==> src/tmc_pkg.sv <==
`default_nettype none
package tmc_pkg;

   // register map, byte addresses
   localparam int TMC_AW = 8;
   localparam logic [TMC_AW-1:0] TMC_ADDR_CTRL = 8'h10;
   localparam logic [TMC_AW-1:0] TMC_ADDR_CNT_LO = 8'h14;
   localparam logic [TMC_AW-1:0] TMC_ADDR_CNT_HI = 8'h18;
   localparam logic [TMC_AW-1:0] TMC_ADDR_FLAG = 8'h1c;
   localparam logic [TMC_AW-1:0] TMC_ADDR_IEN = 8'h20;

   // field positions and widths
   localparam int TMC_CTRL_W = 6;
   localparam int TMC_OVF_BIT = 0;
   localparam int TMC_BYTE_W = 8;
   localparam int TMC_CNT_W = 16;
   localparam logic [TMC_CTRL_W-1:0] TMC_CTRL_RESET = 6'h00;
   localparam logic [TMC_CNT_W-1:0] TMC_CNT_MAX = 16'hffff;
   localparam logic [TMC_CNT_W-1:0] TMC_CNT_ZERO = 16'h0000;

   // axi responses
   localparam logic [1:0] TMC_RESP_OKAY = 2'h0;
   localparam logic [1:0] TMC_RESP_SLVERR = 2'h2;

   // timing: instruction cycle is four system clocks
   localparam int TMC_CLK_PERIOD_NS = 5;
   localparam int TMC_INSTR_NS = 20;
   localparam logic [1:0] TMC_PHASE_LAST = 2'((TMC_INSTR_NS / TMC_CLK_PERIOD_NS) - 1);

   typedef struct packed {
      logic [1:0] prescale_select;
      logic crystal_osc_enable;
      logic sync_bypass;
      logic count_source_select;
      logic counter_on;
   } tmc_ctrl_t;

   typedef enum logic [1:0] {
      TMC_MODE_STOP = 2'b00,
      TMC_MODE_TIMER = 2'b01,
      TMC_MODE_SYNC = 2'b10,
      TMC_MODE_ASYNC = 2'b11
   } tmc_mode_t;

   function automatic logic [2:0] tmc_prescale_mask(input logic [1:0] sel);
      case (sel)
         2'b00: tmc_prescale_mask = 3'h0;
         2'b01: tmc_prescale_mask = 3'h1;
         2'b10: tmc_prescale_mask = 3'h3;
         default: tmc_prescale_mask = 3'h7;
      endcase
   endfunction : tmc_prescale_mask

   function automatic tmc_mode_t tmc_mode_of(input tmc_ctrl_t c);
      if (!c.counter_on) begin
         tmc_mode_of = TMC_MODE_STOP;
      end else if (!c.count_source_select) begin
         tmc_mode_of = TMC_MODE_TIMER;
      end else if (c.sync_bypass) begin
         tmc_mode_of = TMC_MODE_ASYNC;
      end else begin
         tmc_mode_of = TMC_MODE_SYNC;
      end
   endfunction : tmc_mode_of

endpackage : tmc_pkg
`default_nettype wire

==> src/tmc_prescaler.sv <==
`timescale 1ns/100ps
`default_nettype none
module tmc_prescaler
   import tmc_pkg::*;
(
   // clock and reset
   input wire logic aclk,
   input wire logic aresetn,
   // control
   input wire logic clear,
   input wire logic [1:0] prescale_select,
   // source and output
   input wire logic tick_in,
   output logic tick_out
);

   logic [2:0] cnt_reg;
   logic [2:0] mask;

   assign mask = tmc_prescale_mask(prescale_select);

   always_ff @(posedge aclk) begin
      if (!aresetn || clear) begin
         cnt_reg <= 3'h0;
      end else if (tick_in) begin
         if ((cnt_reg & mask) == mask) begin
            cnt_reg <= 3'h0;
         end else begin
            cnt_reg <= cnt_reg + 3'h1;
         end
      end
   end

   always_ff @(posedge aclk) begin
      if (!aresetn || clear) begin
         tick_out <= 1'b0;
      end else begin
         tick_out <= tick_in && ((cnt_reg & mask) == mask);
      end
   end

endmodule : tmc_prescaler
`default_nettype wire

==> src/tmc_edge_gate.sv <==
`timescale 1ns/100ps
`default_nettype none
module tmc_edge_gate
(
   // clock and reset
   input wire logic aclk,
   input wire logic aresetn,
   // counter mode not active
   input wire logic disarm,
   // selected count pin
   input wire logic pin,
   // gated rising edge
   output logic rise,
   output logic armed
);

   logic pin_reg;
   logic prev_reg;

   always_ff @(posedge aclk) begin
      if (!aresetn) begin
         pin_reg <= 1'b0;
         prev_reg <= 1'b0;
      end else begin
         pin_reg <= pin;
         prev_reg <= pin_reg;
      end
   end

   // a falling edge must be seen before any rising edge counts
   always_ff @(posedge aclk) begin
      if (!aresetn || disarm) begin
         armed <= 1'b0;
      end else if (prev_reg && !pin_reg) begin
         armed <= 1'b1;
      end
   end

   assign rise = armed && pin_reg && !prev_reg;

endmodule : tmc_edge_gate
`default_nettype wire

==> src/tmc_timer.sv <==
// Function
// - sixteen bit count wraps from max to zero
// - wrap sets overflow flag, enable gates interrupt
// - source select picks pin edges or instruction clock
// - timer mode steps once per instruction cycle
// - counter on bit starts, clear holds count
// - two bit prescale divides by 1,2,4,8
// - oscillator enable bit powers crystal oscillator
// - sync bypass bit skips synchronizer in counter mode
// - control bits seven and six read zero
// - falling edge needed before first counted rise
// - oscillator enable picks oscillator or clock pin
// - oscillator on forces pins input
// - synchronizer sits after prescaler, not before
// - sync counter mode halts count in sleep
// - async counter runs in sleep, overflow wakes
// - async count is no capture/compare time base
// - byte reads return valid value while running
// - capture/compare units can reset the count
// - control clears only on power-on reset
// - count halves cleared only by special event
// - count write clears prescaler, beats special event
`timescale 1ns/100ps
`default_nettype none
module tmc_timer
   import tmc_pkg::*;
(
   // clock and power-on reset
   input wire logic aclk,
   input wire logic aresetn,
   // axi4-lite write address
   input wire logic awvalid,
   output logic awready,
   input wire logic [TMC_AW-1:0] awaddr,
   input wire logic [2:0] awprot,
   // axi4-lite write data
   input wire logic wvalid,
   output logic wready,
   input wire logic [31:0] wdata,
   input wire logic [3:0] wstrb,
   // axi4-lite write response
   output logic bvalid,
   input wire logic bready,
   output logic [1:0] bresp,
   // axi4-lite read address
   input wire logic arvalid,
   output logic arready,
   input wire logic [TMC_AW-1:0] araddr,
   input wire logic [2:0] arprot,
   // axi4-lite read data
   output logic rvalid,
   input wire logic rready,
   output logic [31:0] rdata,
   output logic [1:0] rresp,
   // count pins and system
   input wire logic external_count_pin,
   input wire logic osc_input_pin,
   input wire logic sleep_req,
   input wire logic ccp1_special_event,
   input wire logic ccp2_special_event,
   // outputs
   output logic overflow_irq,
   output logic wake_req,
   output logic osc_amp_enable,
   output logic osc_pins_as_inputs,
   output logic ccp_timebase_valid,
   output logic [TMC_CNT_W-1:0] ccp_timebase
);

   tmc_ctrl_t ctrl_reg;
   tmc_mode_t mode;
   logic [TMC_CNT_W-1:0] count_reg;
   logic overflow_flag_reg;
   logic overflow_irq_enable_reg;
   logic [1:0] phase_reg;
   logic counter_mode_reg;
   logic [TMC_AW-1:0] aw_addr_reg;
   logic [TMC_AW-1:0] ar_addr_reg;
   logic [7:0] wbyte_reg;
   logic wbyte_en_reg;
   logic commit;
   logic wr_ctrl, wr_lo, wr_hi, wr_flag, wr_ien, wr_hit;
   logic instr_tick, src_tick, pre_tick, edge_rise, edge_armed, count_pin;
   logic sync_a_reg, sync_b_reg;
   logic inc, special_event, ovf_evt, write_count;

   assign mode = tmc_mode_of(ctrl_reg);

   // ---------------- axi4-lite write side ----------------
   assign commit = !awready && !wready && !bvalid;
   assign wr_hit = (aw_addr_reg == TMC_ADDR_CTRL) || (aw_addr_reg == TMC_ADDR_CNT_LO) ||
                   (aw_addr_reg == TMC_ADDR_CNT_HI) || (aw_addr_reg == TMC_ADDR_FLAG) ||
                   (aw_addr_reg == TMC_ADDR_IEN);
   assign wr_ctrl = commit && wbyte_en_reg && (aw_addr_reg == TMC_ADDR_CTRL);
   assign wr_lo = commit && wbyte_en_reg && (aw_addr_reg == TMC_ADDR_CNT_LO);
   assign wr_hi = commit && wbyte_en_reg && (aw_addr_reg == TMC_ADDR_CNT_HI);
   assign wr_flag = commit && wbyte_en_reg && (aw_addr_reg == TMC_ADDR_FLAG);
   assign wr_ien = commit && wbyte_en_reg && (aw_addr_reg == TMC_ADDR_IEN);

   always_ff @(posedge aclk) begin
      if (!aresetn) begin
         awready <= 1'b1;
         aw_addr_reg <= '0;
      end else if (awvalid && awready) begin
         awready <= 1'b0;
         aw_addr_reg <= {awaddr[TMC_AW-1:2], 2'b00};
      end else if (bvalid && bready) begin
         awready <= 1'b1;
      end
   end

   always_ff @(posedge aclk) begin
      if (!aresetn) begin
         wready <= 1'b1;
         wbyte_reg <= 8'h00;
         wbyte_en_reg <= 1'b0;
      end else if (wvalid && wready) begin
         wready <= 1'b0;
         wbyte_reg <= wdata[7:0];
         wbyte_en_reg <= wstrb[0];
      end else if (bvalid && bready) begin
         wready <= 1'b1;
      end
   end

   always_ff @(posedge aclk) begin
      if (!aresetn) begin
         bvalid <= 1'b0;
         bresp <= TMC_RESP_OKAY;
      end else if (commit) begin
         bvalid <= 1'b1;
         bresp <= wr_hit ? TMC_RESP_OKAY : TMC_RESP_SLVERR;
      end else if (bvalid && bready) begin
         bvalid <= 1'b0;
      end
   end

   // ---------------- axi4-lite read side ----------------
   always_ff @(posedge aclk) begin
      if (!aresetn) begin
         arready <= 1'b1;
         rvalid <= 1'b0;
         rdata <= 32'h0;
         rresp <= TMC_RESP_OKAY;
         ar_addr_reg <= '0;
      end else if (arvalid && arready) begin
         arready <= 1'b0;
         rvalid <= 1'b1;
         ar_addr_reg <= {araddr[TMC_AW-1:2], 2'b00};
         rresp <= TMC_RESP_OKAY;
         case ({araddr[TMC_AW-1:2], 2'b00})
            TMC_ADDR_CTRL: rdata <= {26'h0, ctrl_reg};
            TMC_ADDR_CNT_LO: rdata <= {24'h0, count_reg[7:0]};
            TMC_ADDR_CNT_HI: rdata <= {24'h0, count_reg[15:8]};
            TMC_ADDR_FLAG: rdata <= {31'h0, overflow_flag_reg};
            TMC_ADDR_IEN: rdata <= {31'h0, overflow_irq_enable_reg};
            default: begin
               rdata <= 32'h0;
               rresp <= TMC_RESP_SLVERR;
            end
         endcase
      end else if (rvalid && rready) begin
         rvalid <= 1'b0;
         arready <= 1'b1;
      end
   end

   // ---------------- control registers ----------------
   always_ff @(posedge aclk) begin
      if (!aresetn) begin
         ctrl_reg <= TMC_CTRL_RESET;
      end else if (wr_ctrl) begin
         ctrl_reg <= wbyte_reg[TMC_CTRL_W-1:0];
      end
   end

   always_ff @(posedge aclk) begin
      if (!aresetn) begin
         overflow_irq_enable_reg <= 1'b0;
      end else if (wr_ien) begin
         overflow_irq_enable_reg <= wbyte_reg[TMC_OVF_BIT];
      end
   end

   // ---------------- count source ----------------
   // instruction clock: one tick every fourth system clock, frozen in sleep
   always_ff @(posedge aclk) begin
      if (!aresetn) begin
         phase_reg <= 2'h0;
      end else if (!sleep_req) begin
         phase_reg <= (phase_reg == TMC_PHASE_LAST) ? 2'h0 : phase_reg + 2'h1;
      end
   end
   assign instr_tick = !sleep_req && (phase_reg == TMC_PHASE_LAST);

   assign count_pin = ctrl_reg.crystal_osc_enable ? osc_input_pin : external_count_pin;

   always_ff @(posedge aclk) begin
      if (!aresetn) begin
         counter_mode_reg <= 1'b0;
      end else begin
         counter_mode_reg <= ctrl_reg.counter_on && ctrl_reg.count_source_select;
      end
   end

   tmc_edge_gate u_edge (
      .aclk(aclk),
      .aresetn(aresetn),
      .disarm(!counter_mode_reg),
      .pin(count_pin),
      .rise(edge_rise),
      .armed(edge_armed)
   );

   assign src_tick = ctrl_reg.counter_on &&
                     (ctrl_reg.count_source_select ? edge_rise : instr_tick);

   assign write_count = wr_lo || wr_hi;

   tmc_prescaler u_pre (
      .aclk(aclk),
      .aresetn(aresetn),
      .clear(write_count),
      .prescale_select(ctrl_reg.prescale_select),
      .tick_in(src_tick),
      .tick_out(pre_tick)
   );

   // synchronizer stage after the prescaler
   always_ff @(posedge aclk) begin
      if (!aresetn) begin
         sync_a_reg <= 1'b0;
         sync_b_reg <= 1'b0;
      end else begin
         sync_a_reg <= pre_tick;
         sync_b_reg <= sync_a_reg;
      end
   end

   always_comb begin
      case (mode)
         TMC_MODE_TIMER: inc = pre_tick;
         TMC_MODE_SYNC: inc = sync_b_reg && !sleep_req;
         TMC_MODE_ASYNC: inc = pre_tick;
         default: inc = 1'b0;
      endcase
   end

   // special event reset is not honoured in asynchronous counting
   assign special_event = (ccp1_special_event || ccp2_special_event) &&
                          (mode != TMC_MODE_ASYNC);

   assign ovf_evt = inc && !write_count && !special_event && (count_reg == TMC_CNT_MAX);

   // ---------------- count register, no device reset ----------------
   always_ff @(posedge aclk) begin
      if (wr_lo) begin
         count_reg[7:0] <= wbyte_reg;
      end else if (wr_hi) begin
         count_reg[15:8] <= wbyte_reg;
      end else if (special_event) begin
         count_reg <= TMC_CNT_ZERO;
      end else if (inc) begin
         count_reg <= count_reg + 16'h0001;
      end
   end

   // overflow flag: set beats a simultaneous clear
   always_ff @(posedge aclk) begin
      if (!aresetn) begin
         overflow_flag_reg <= 1'b0;
      end else if (ovf_evt) begin
         overflow_flag_reg <= 1'b1;
      end else if (wr_flag && wbyte_reg[TMC_OVF_BIT]) begin
         overflow_flag_reg <= 1'b0;
      end
   end

   // ---------------- registered outputs ----------------
   always_ff @(posedge aclk) begin
      if (!aresetn) begin
         overflow_irq <= 1'b0;
         wake_req <= 1'b0;
      end else begin
         overflow_irq <= overflow_flag_reg && overflow_irq_enable_reg;
         wake_req <= overflow_flag_reg && overflow_irq_enable_reg && sleep_req &&
                     (mode == TMC_MODE_ASYNC);
      end
   end

   always_ff @(posedge aclk) begin
      if (!aresetn) begin
         osc_amp_enable <= 1'b0;
         osc_pins_as_inputs <= 1'b0;
      end else begin
         osc_amp_enable <= ctrl_reg.crystal_osc_enable;
         osc_pins_as_inputs <= ctrl_reg.crystal_osc_enable;
      end
   end

   always_ff @(posedge aclk) begin
      if (!aresetn) begin
         ccp_timebase_valid <= 1'b0;
         ccp_timebase <= TMC_CNT_ZERO;
      end else begin
         ccp_timebase_valid <= (mode == TMC_MODE_TIMER) || (mode == TMC_MODE_SYNC);
         ccp_timebase <= count_reg;
      end
   end

   // ---------------- assertions ----------------
   property p_wrap;
      @(posedge aclk) disable iff (!aresetn)
      ovf_evt |=> (count_reg == TMC_CNT_ZERO) && overflow_flag_reg;
   endproperty
   a_wrap: assert property (p_wrap) else $error("count did not wrap to zero");

   property p_irq;
      @(posedge aclk) disable iff (!aresetn)
      (overflow_flag_reg && overflow_irq_enable_reg) |=> overflow_irq;
   endproperty
   a_irq: assert property (p_irq) else $error("interrupt not raised");

   property p_timer_rate;
      @(posedge aclk) disable iff (!aresetn)
      (mode == TMC_MODE_TIMER && inc) |=> !inc [*3];
   endproperty
   a_timer_rate: assert property (p_timer_rate) else $error("timer too fast");

   property p_hold;
      @(posedge aclk) disable iff (!aresetn)
      (!ctrl_reg.counter_on && !write_count && !special_event) |=> $stable(count_reg);
   endproperty
   a_hold: assert property (p_hold) else $error("stopped count moved");

   property p_rsvd;
      @(posedge aclk) disable iff (!aresetn)
      (rvalid && ar_addr_reg == TMC_ADDR_CTRL) |-> (rdata[31:6] == 26'h0);
   endproperty
   a_rsvd: assert property (p_rsvd) else $error("reserved bits nonzero");

   property p_armed;
      @(posedge aclk) disable iff (!aresetn)
      $rose(counter_mode_reg) |-> !edge_armed;
   endproperty
   a_armed: assert property (p_armed) else $error("armed on counter entry");

   property p_sync_sleep;
      @(posedge aclk) disable iff (!aresetn)
      (sleep_req && mode == TMC_MODE_SYNC) |-> !inc;
   endproperty
   a_sync_sleep: assert property (p_sync_sleep) else $error("sync count in sleep");

   property p_timebase;
      @(posedge aclk) disable iff (!aresetn)
      (mode == TMC_MODE_ASYNC) |=> !ccp_timebase_valid;
   endproperty
   a_timebase: assert property (p_timebase) else $error("async used as time base");

   property p_write_wins;
      @(posedge aclk) disable iff (!aresetn)
      (wr_lo && special_event) |=> (count_reg[7:0] == $past(wbyte_reg));
   endproperty
   a_write_wins: assert property (p_write_wins) else $error("write lost to event");

   property p_sticky;
      @(posedge aclk) disable iff (!aresetn)
      (overflow_flag_reg && !wr_flag) |=> overflow_flag_reg;
   endproperty
   a_sticky: assert property (p_sticky) else $error("flag dropped");

   c_overflow: cover property (@(posedge aclk) disable iff (!aresetn) ovf_evt);
   c_wake: cover property (@(posedge aclk) disable iff (!aresetn) wake_req);
   c_event: cover property (@(posedge aclk) disable iff (!aresetn) special_event && inc);
   c_async: cover property (@(posedge aclk) disable iff (!aresetn)
      mode == TMC_MODE_ASYNC && inc);

endmodule : tmc_timer
`default_nettype wire

==> config.mk <==
export PLATFORM = sky130hd
export DESIGN_NAME = tmc_timer
export DESIGN_NICKNAME = d
export VERILOG_FILES = /design/src/tmc_pkg.sv /design/src/tmc_prescaler.sv /design/src/tmc_edge_gate.sv /design/src/tmc_timer.sv
export SDC_FILE = /design/constraint.sdc
export NUM_CORES = 1
export LEC_CHECK = 0
export BUFFER_PORTS_ARGS = -buffer_cell sky130_fd_sc_hd__buf_2
export CAP_MARGIN = 40
export CORE_MARGIN = 10
export CORE_UTILIZATION = 46
export CTS_CLUSTER_SIZE = 25
export DETAILED_ROUTE_END_ITERATION = 7
export PLACE_DENSITY = 0.77
export SYNTH_ARGS = -nofsm -noshare
export SYNTH_HDL_FRONTEND = slang
export SYNTH_HIERARCHICAL = 1
export SYNTH_SLANG_ARGS = --single-unit
==> constraint.sdc <==
create_clock -name aclk -period 2.1 [get_ports aclk]
set_input_delay 0.105 -clock aclk [delete_from_list [all_inputs] [get_ports aclk]]
set_output_delay 0.105 -clock aclk [all_outputs]
set_load 0.01 [all_outputs]
**Word-level counts from Yosys, hierarchy flattened**

Index checks and enable logic that the tools add are counted.

- Bits in registers: 112
- Latch bits: 0
- RAM bits: 0
- Bits in read-only memories: 0
- Input bits: 70
- Output and inout bits: 62
- Logic and storage cells: 147
- Memories kept: 0

- Add/subtract/negate cells: 3
- Multiply operators: 0
- Divide/modulo/power cells: 0
- Magnitude comparators: 0
- Equality and inequality tests: 20
- Shift operators: 0
- Mux-type cells: 28
- Bitwise gates (word level): 2
- Reduce and logical (&&, ||, !) cells: 60

Operators by type and width:

| kind | number |
|---|---|
| == test 6 x 3 -> 1 bit, second input constant | 8 |
| case mux 8 bit (5 select lines) | 1 |
| 2-to-1 mux 16 bit | 2 |
| logical AND 1 bit | 29 |
| 2-to-1 mux 8 bit | 3 |
| adder 16 x 1 -> 16 bit, second input constant | 1 |
| == test 16 bit, second input constant | 1 |
| 2-to-1 mux 1 bit | 14 |
| == test 6 x 4 -> 1 bit, second input constant | 2 |
| logical NOT 1 bit | 10 |
| 2-to-1 mux 2 bit | 5 |
| nonzero test 2 bit | 5 |
| logical OR 1 bit | 9 |
| case mux 3 bit (3 select lines) | 1 |
| == test 2 bit, second input constant | 4 |
| nonzero test 3 bit | 2 |
| OR reduction 5 bit | 1 |
| == test 2 x 1 -> 1 bit, second input constant | 2 |
| != test 2 bit, second input constant | 2 |
| AND reduction 2 bit | 2 |
| adder 3 x 1 -> 3 bit, second input constant | 1 |
| bitwise AND 3 bit | 1 |
| == test 3 bit | 1 |
| 2-to-1 mux 3 bit | 1 |
| 5 further kinds | 5 |

**Logic depth before layout (Yosys ltp)**

Gate-level depths: netlist (run 1).

- Depth in word-level cells: 11
- Gate-level depth with buffers: 8
- Depth with buffers taken out: 8

**Modules after synthesis**

The synthesis (run 1) kept the hierarchy.

Modules (own cells, without submodules):

| module | instances | cells an instance | area each (um2) | sequential area each (um2) |
|---|---|---|---|---|
| tmc_timer | 1 | 392 | 3694.8 | 1741.7 |
| tmc_prescaler | 1 | 21 | 207.7 | 80.1 |
| tmc_edge_gate | 1 | 10 | 100.1 | 60.1 |

**Worst setup path before layout (run 1)**

No wires, ideal clock.

- Kind: register to register
- Start point: register ctrl_reg[1] (netlist name)
- End point: register count_reg[10], enable pin
- Setup time: 0.375 ns
- Data arrival time: 1.724 ns
- Data required time: 1.725 ns
- Slack: 0.001 ns
- Cell stages (with the launch flop): 7
- Buffers on the path: 1
- Period minus slack after synthesis: 2.099 ns
- Path through: dfxtp_1 -> nand2b_1 -> and2_1 -> ha_1 -> or2_2 -> buf_1 -> a21oi_1

- Longest elaborated chain between the ends: 7
- Elaborated cells between the ends (all ways): 11
- Those cells by class: 4 x eq/ne; 3 x mux; 4 x reduce/logical

RTL lines:

| what | RTL line | text |
|---|---|---|
| start, declared | tmc_timer.sv:70 | `tmc_ctrl_t ctrl_reg;` |
| start signal, assigned | tmc_timer.sv:173 | `ctrl_reg <= wbyte_reg[TMC_CTRL_W-1:0];` |
| 2-to-1 mux 2 bit * | tmc_pkg.sv:57 | `end else if (!c.count_source_select) begin` |
| 2-to-1 mux 2 bit * | tmc_pkg.sv:55 | `if (!c.counter_on) begin` |
| == test 2 bit or == test 2 x 1 -> 1 bit (tied branches) | tmc_timer.sv:241 | `case (mode)` |
| OR reduction 2 bit (no source line) | - |  |
| case mux 1 bit (2 select lines) | tmc_timer.sv:241 |  |
| nonzero test 3 bit (no source line) * | - |  |
| AND reduction 2 bit (no source line) * | - |  |
| end signal, assigned | tmc_timer.sv:260 | `count_reg[15:8] <= wbyte_reg;` |
| end signal, assigned | tmc_timer.sv:264 | `count_reg <= count_reg + 16'h0001;` |
| end, declared | tmc_timer.sv:72 | `logic [TMC_CNT_W-1:0] count_reg;` |

Every way passes the cells marked *; elsewhere a longest branch is shown, timed or not.
A chain may end at the register's enable or synchronous reset.

**Worst setup path in the final report (run 1)**

- Start point: register ctrl_reg[2] (netlist name)
- End point: register count_reg[14], enable pin

- Longest elaborated chain between the ends: 8
- Elaborated cells between the ends (all ways): 12
- Those cells by class: 4 x eq/ne; 4 x mux; 4 x reduce/logical

RTL lines:

| what | RTL line | text |
|---|---|---|
| 2-to-1 mux 1 bit * | tmc_pkg.sv:59 | `end else if (c.sync_bypass) begin` |
| 2-to-1 mux 2 bit * | tmc_pkg.sv:57 |  |
| 2-to-1 mux 2 bit * | tmc_pkg.sv:55 |  |
| == test 2 bit or == test 2 x 1 -> 1 bit (tied branches) | tmc_timer.sv:241 |  |
| OR reduction 2 bit (no source line) | - |  |
| case mux 1 bit (2 select lines) | tmc_timer.sv:241 |  |
| nonzero test 3 bit (no source line) * | - |  |
| AND reduction 2 bit (no source line) * | - |  |

Marked as above.

==> results of run 1 <==
## cells by family (layout without fill, tap and decap cells)
logic type / after synthesis / after routing / share of synthesized area, %
AND/OR/NAND/NOR: 175 / 175 / 23.85
flip-flops: 86 / 86 / 47.01
AO/OA/AOI/OAI: 70 / 70 / 11.57
buffers and inverters: 53 / 121 / 7.721
multiplexers: 17 / 17 / 4.595
XOR/XNOR: 15 / 15 / 3.282
adder cells (fa/ha/maj): 6 / 6 / 1.876
other: 1 / 26 / 0.09369
## repair_timing
action                     4_1_cts  5_1_grt
hold endpoints to repair        15        0
resized for setup                0        1
setup endpoints to repair        0        8
hold buffers                    15        0
## worst reg2reg max path, stage by stage, from the launching register on
cell      delay (ps)
dfxtp_1          330
nand2b_1         150
and2_1           170
inv_1             70
ha_1             140
nand3b_1          70
a21oi_1          310
nor2_1            90
a21oi_1          150
buf_4            190
## path summary, 6_finish.rpt
check                                 from                      end  cells past startpoint
setup / recovery  ctrl_reg[2]$_SDFFE_PN0P_  count_reg[14]$_DFFE_PP_                      9
hold reg to reg      sync_a_reg$_SDFF_PN0_    sync_b_reg$_SDFF_PN0_                      1
hold / removal                      rready     arready$_SDFFE_PN1P_                      3
setup reg to reg  ctrl_reg[2]$_SDFFE_PN0P_  count_reg[14]$_DFFE_PP_                      9
## routing by layer
layer,routed length (µm),part of all wire [%],global-route usage (%),vias up
li1,-,-,-,1567
met1,3968,43,17.31,1429
met2,4248,46,24.31,141
met3,923,10,4.490,14
met4,126,1.4,4.738,0
met5,0,0,0,-
## report_power, final
| part | switching (µW) | internal, µW |
|---|---|---|
| clock | 630 | 686 |
| combinational | 175 | 145 |
| sequential | 71.4 | 1750 |
| total | 877 | 2580 |
## stage by stage
step,setup WS (ps),total power (µW)
floorplan,0.7795,2062
global placement,161.2,2144
detailed placement,116.7,2154
CTS,98.97,3482
global route,7.016,3600
finish,157.5,3456
## cell usage in the layout (no fill, tap or decap), drive strengths merged, types with 10 or more instances in the layout
master       instances
dfxtp               70
o21ai               26
buf                 82
edfxtp              16
nand2               69
and2                26
dlygate4sd3         15
nor2b               25
a21boi              17
inv                 10
nand3               11
nor3                10
conb                26
mux2i               15
nor2                10
## cell type report
class,count,area [µm²],area share [%]
clock inverter,7,105.1,2.193
sequential,86,1882,39.26
inverter,8,30.03,0.6265
tap,105,131.4,2.741
clock buffer,9,123.9,2.584
multi-input combinational,309,1913,39.91
timing repair buffer,97,608.1,12.69
==> flow_metrics.tcl, run 1 <==
set metrics [dict create \
    syn_area_per_cell_um2 9.462 \
    drc 0 \
    rows 33 \
    antenna_found_initial 0 \
    arrival_ps 2020 \
    setup_violations 0 \
    rsz0062_at_grt "false" \
    skew_ps 10.68 \
    die_area_um2 12830 \
    yosysMostFrequentCell "dfxtp_1" \
    wl_per_cell_um 14.92 \
    root_buffer "clkbuf_8" \
    cts_tree "done" \
    gp_congestion 0.9172 \
    io_pins 132 \
    viasPerCell 5.074 \
    synth_edf_count 16 \
    power.density_nw_per_um2 721.0 \
    post_cts_buffers 0 \
    worstPathMaxFanout 8 \
    ys_seq_area_share_pct 47.01 \
    drt-total-wl_mm 9.266 \
    worstPathCellList "nand2b_1, and2_1, inv_1, ha_1, nand3b_1, a21oi_1, nor2_1, a21oi_1, buf_4" \
    end_kind "flop" \
    insertion_delay_ps 360 \
    ys.flop_type "dfxtp_1" \
    crit_top_cell "a21oi_1" \
    fmax_mhz 514.8 \
    fin_nets 587 \
    rrSetupSlack_ps 160 \
    path_class "flop to flop" \
    clk_pin_slew_ps 90 \
    htreeDepth 3 \
    clock_path_buffers 2 \
    area_delta_synth_final_pct 19.76 \
    critPathLaunchType "flop" \
    period_share_pct 92.50 \
    grt_max_degree 25 \
    yosysTopAreaCell "dfxtp_1" \
    yosysWarnings 6 \
    stdcell_count 621 \
    crit_required_ps 2170 \
    cp_num_buf_inv 2 \
    hold_violations 0 \
    drive_above_1_share_pct 21.51 \
    cp_top_family "simple AND/OR/NAND/NOR gates" \
    synth.top_cell.area_share_pct 35.01 \
    firstDrtPassIters 5 \
    hold_slack_ps 35.96 \
    cap_viol_max_count 0 \
    ys_types 48 \
    cts.sinks 86 \
    cp_slowest_stage_delay_ps 330 \
    setup_tns_ps 0 \
    synthTopCellsByCount "70 x dfxtp_1, 68 x nand2_1, 27 x buf_4" \
    async_flop_share_pct 0 \
    cts_buffers 9 \
    synthCells 423 \
    dpl_cell_area_um2 4412 \
    vias 3151 \
    synth_area_leaders "dfxtp_1 35%, edfxtp_1 12%, nand2_1 6.4%" \
    fillers 752 \
    cp_slowest_cell "dfxtp_1" \
    ir_drop_mv 0.3715 \
    grt.total_usage_pct 14.53 \
    hpwlAfterDp_mm 7.052 \
    synth-seq-cells 86 \
    drt_iter0_drc 194 \
    slew_headroom_pct 64.86 \
    gr-total-overflow 0 \
    p_leak_uw 0.002008 \
    final_cell_area_um2 4793 \
    synth_area_um2 4003 \
    hold_path_class "input port to flop" \
    final_core_util_pct 57.47 \
    dp.cells 590 \
    worst_pin_slew_ps 523.1 \
    antenna_left 0 \
    status "finished, final reports clean" \
    grt_pass1_vias 3184 \
    initial_utilization_pct 47.99 \
    antennaDiodeCount 0 \
    die_y_um 113.3 \
    grt_pass1_wl_mm 15.50 \
    die_w_um 113.3 \
    io_buffers 68 \
    core_um2 8341 \
    slew_violations 0 \
    period_minus_slack_ps 1943 \
]
Power figures use the tool's default switching activity.
==> run 2, diff against run 1 <==
Settings changed: PLACE_DENSITY 0.77 to unset, PLACE_DENSITY_LB_ADDON set to 0.12.
==> flow_metrics.tcl, run 2 (synthesis results as in run 1) <==
set metrics [dict create \
    gp_congestion 0.8731 \
    area_delta_synth_final_pct 19.07 \
    antenna_left 0 \
    gr-total-overflow 0 \
    min_delay_path_depth 3 \
    hpwlAfterDp_mm 7.008 \
    setup_tns_ps 0 \
    cts_buffers 9 \
    p_leak_uw 0.001995 \
    grt.total_usage_pct 14.65 \
    setup_violations 0 \
    stdcell_count 621 \
    viasPerCell 5.035 \
    cts_resized 0 \
    period_share_pct 93.27 \
    skew_ps 5.775 \
    antenna_found_initial 0 \
    slew_violations 0 \
    drive_above_1_share_pct 21.71 \
    vias 3127 \
    end_kind "flop" \
    hold_path_class "input port to flop" \
    power.density_nw_per_um2 694.5 \
    r2r_cells 6 \
    insertion_delay_ps 360 \
    drc 0 \
    rows 33 \
    io_pins 132 \
    die_w_um 113.3 \
    post_cts_buffers 0 \
    cap_viol_max_count 0 \
    clock_path_buffers 2 \
    met3_wirelength_um 771 \
    fmax_mhz 510.5 \
    drt-met1-wl_mm 4.221 \
    path_class "flop to flop" \
    firstDrtPassIters 4 \
    dp.cells 592 \
    root_buffer "clkbuf_8" \
    htreeDepth 3 \
    most-common-layout-cells "70 x dfxtp_1, 68 x nand2_1, 68 x buf_2" \
    status "finished, final reports clean" \
    die_area_um2 12830 \
    critPathLaunchType "flop" \
    clk_pin_slew_ps 90 \
    hold_violations 0 \
    grt_pass1_wl_mm 15.58 \
    crit_required_ps 2210 \
    io_buffers 68 \
    top_layer "met4" \
    grt_max_degree 33 \
    fin_nets 587 \
    antennaDiodeCount 0 \
    period_minus_slack_ps 1959 \
    cts.sinks 86 \
    grt_pass1_vias 3152 \
    core_um2 8341 \
    rsz0062_at_grt "false" \
    drt_iter0_drc 122 \
    wl_per_cell_um 15.08 \
    arrival_ps 2060 \
    drt-total-wl_mm 9.365 \
    ir_drop_mv 0.3826 \
    die_y_um 113.3 \
    cts_tree "done" \
    wl_met2_mm 4.247 \
    worstPathMaxFanout 9 \
    layout_commonest_cell "dfxtp_1" \
    initial_utilization_pct 47.99 \
    holdBufCountCts 13 \
]
[run 2: where the power goes]
part           switching, µW  internal [µW]
Sequential              69.3           1750
Clock                    615            552
Combinational            178            148
[run 2: area by class of cell]
cell class	instances	area, µm²
Sequential cell	86	1882
Fill cell	769	3575
Tap cell	105	131.4
Inverter	8	30.03
Clock inverter	7	72.57
Multi-Input combinational cell	309	1911
Timing Repair Buffer	97	615.6
Clock buffer	9	123.9
[run 2: path summary, 6_finish.rpt]
check	from	to	slack (ps)
worst max-delay path	ctrl_reg[1]$_SDFFE_PN0P_	count_reg[11]$_DFFE_PP_	140
worst min-delay path	wdata[7]	wbyte_reg[7]$_SDFFE_PN0P_	7
worst max register to register	ctrl_reg[1]$_SDFFE_PN0P_	count_reg[11]$_DFFE_PP_	140
worst min register to register	sync_a_reg$_SDFF_PN0_	sync_b_reg$_SDFF_PN0_	450
[run 2: per-layer routing]
metal,global-route usage (%),vias to the layer above
li1,-,1559
met1,18.35,1457
met2,23.23,99
met3,4.437,12
met4,5.330,0
met5,0,-
[run 2: worst max-delay path: stages, from the launching register on]
cell and delay [ps]:
dfxtp_1 400, nand2b_1 90, and2_1 170, ha_1 240
or2_2 400, nand2_1 260, o21ai_0 140
[run 2: through the flow]
step | power, µW | cell area [µm²] | setup WS (ps) | hold slack [ps] | util [%]
4_1_cts | 3336 | 4766 | 140.4 | 1.148 | 57.14
5_1_grt | 3472 | 4766 | 35.67 | 6.051 | 57.14
2_1_floorplan | 2062 | 4096 | 0.7795 | 226.7 | -
6_report | 3310 | 4766 | 141.3 | 6.752 | 57.14
3_3_place_gp | 2157 | 4439 | 150.0 | 355.0 | 53.23
3_5_place_dp | 2163 | 4439 | 143.1 | 362.8 | 53.23
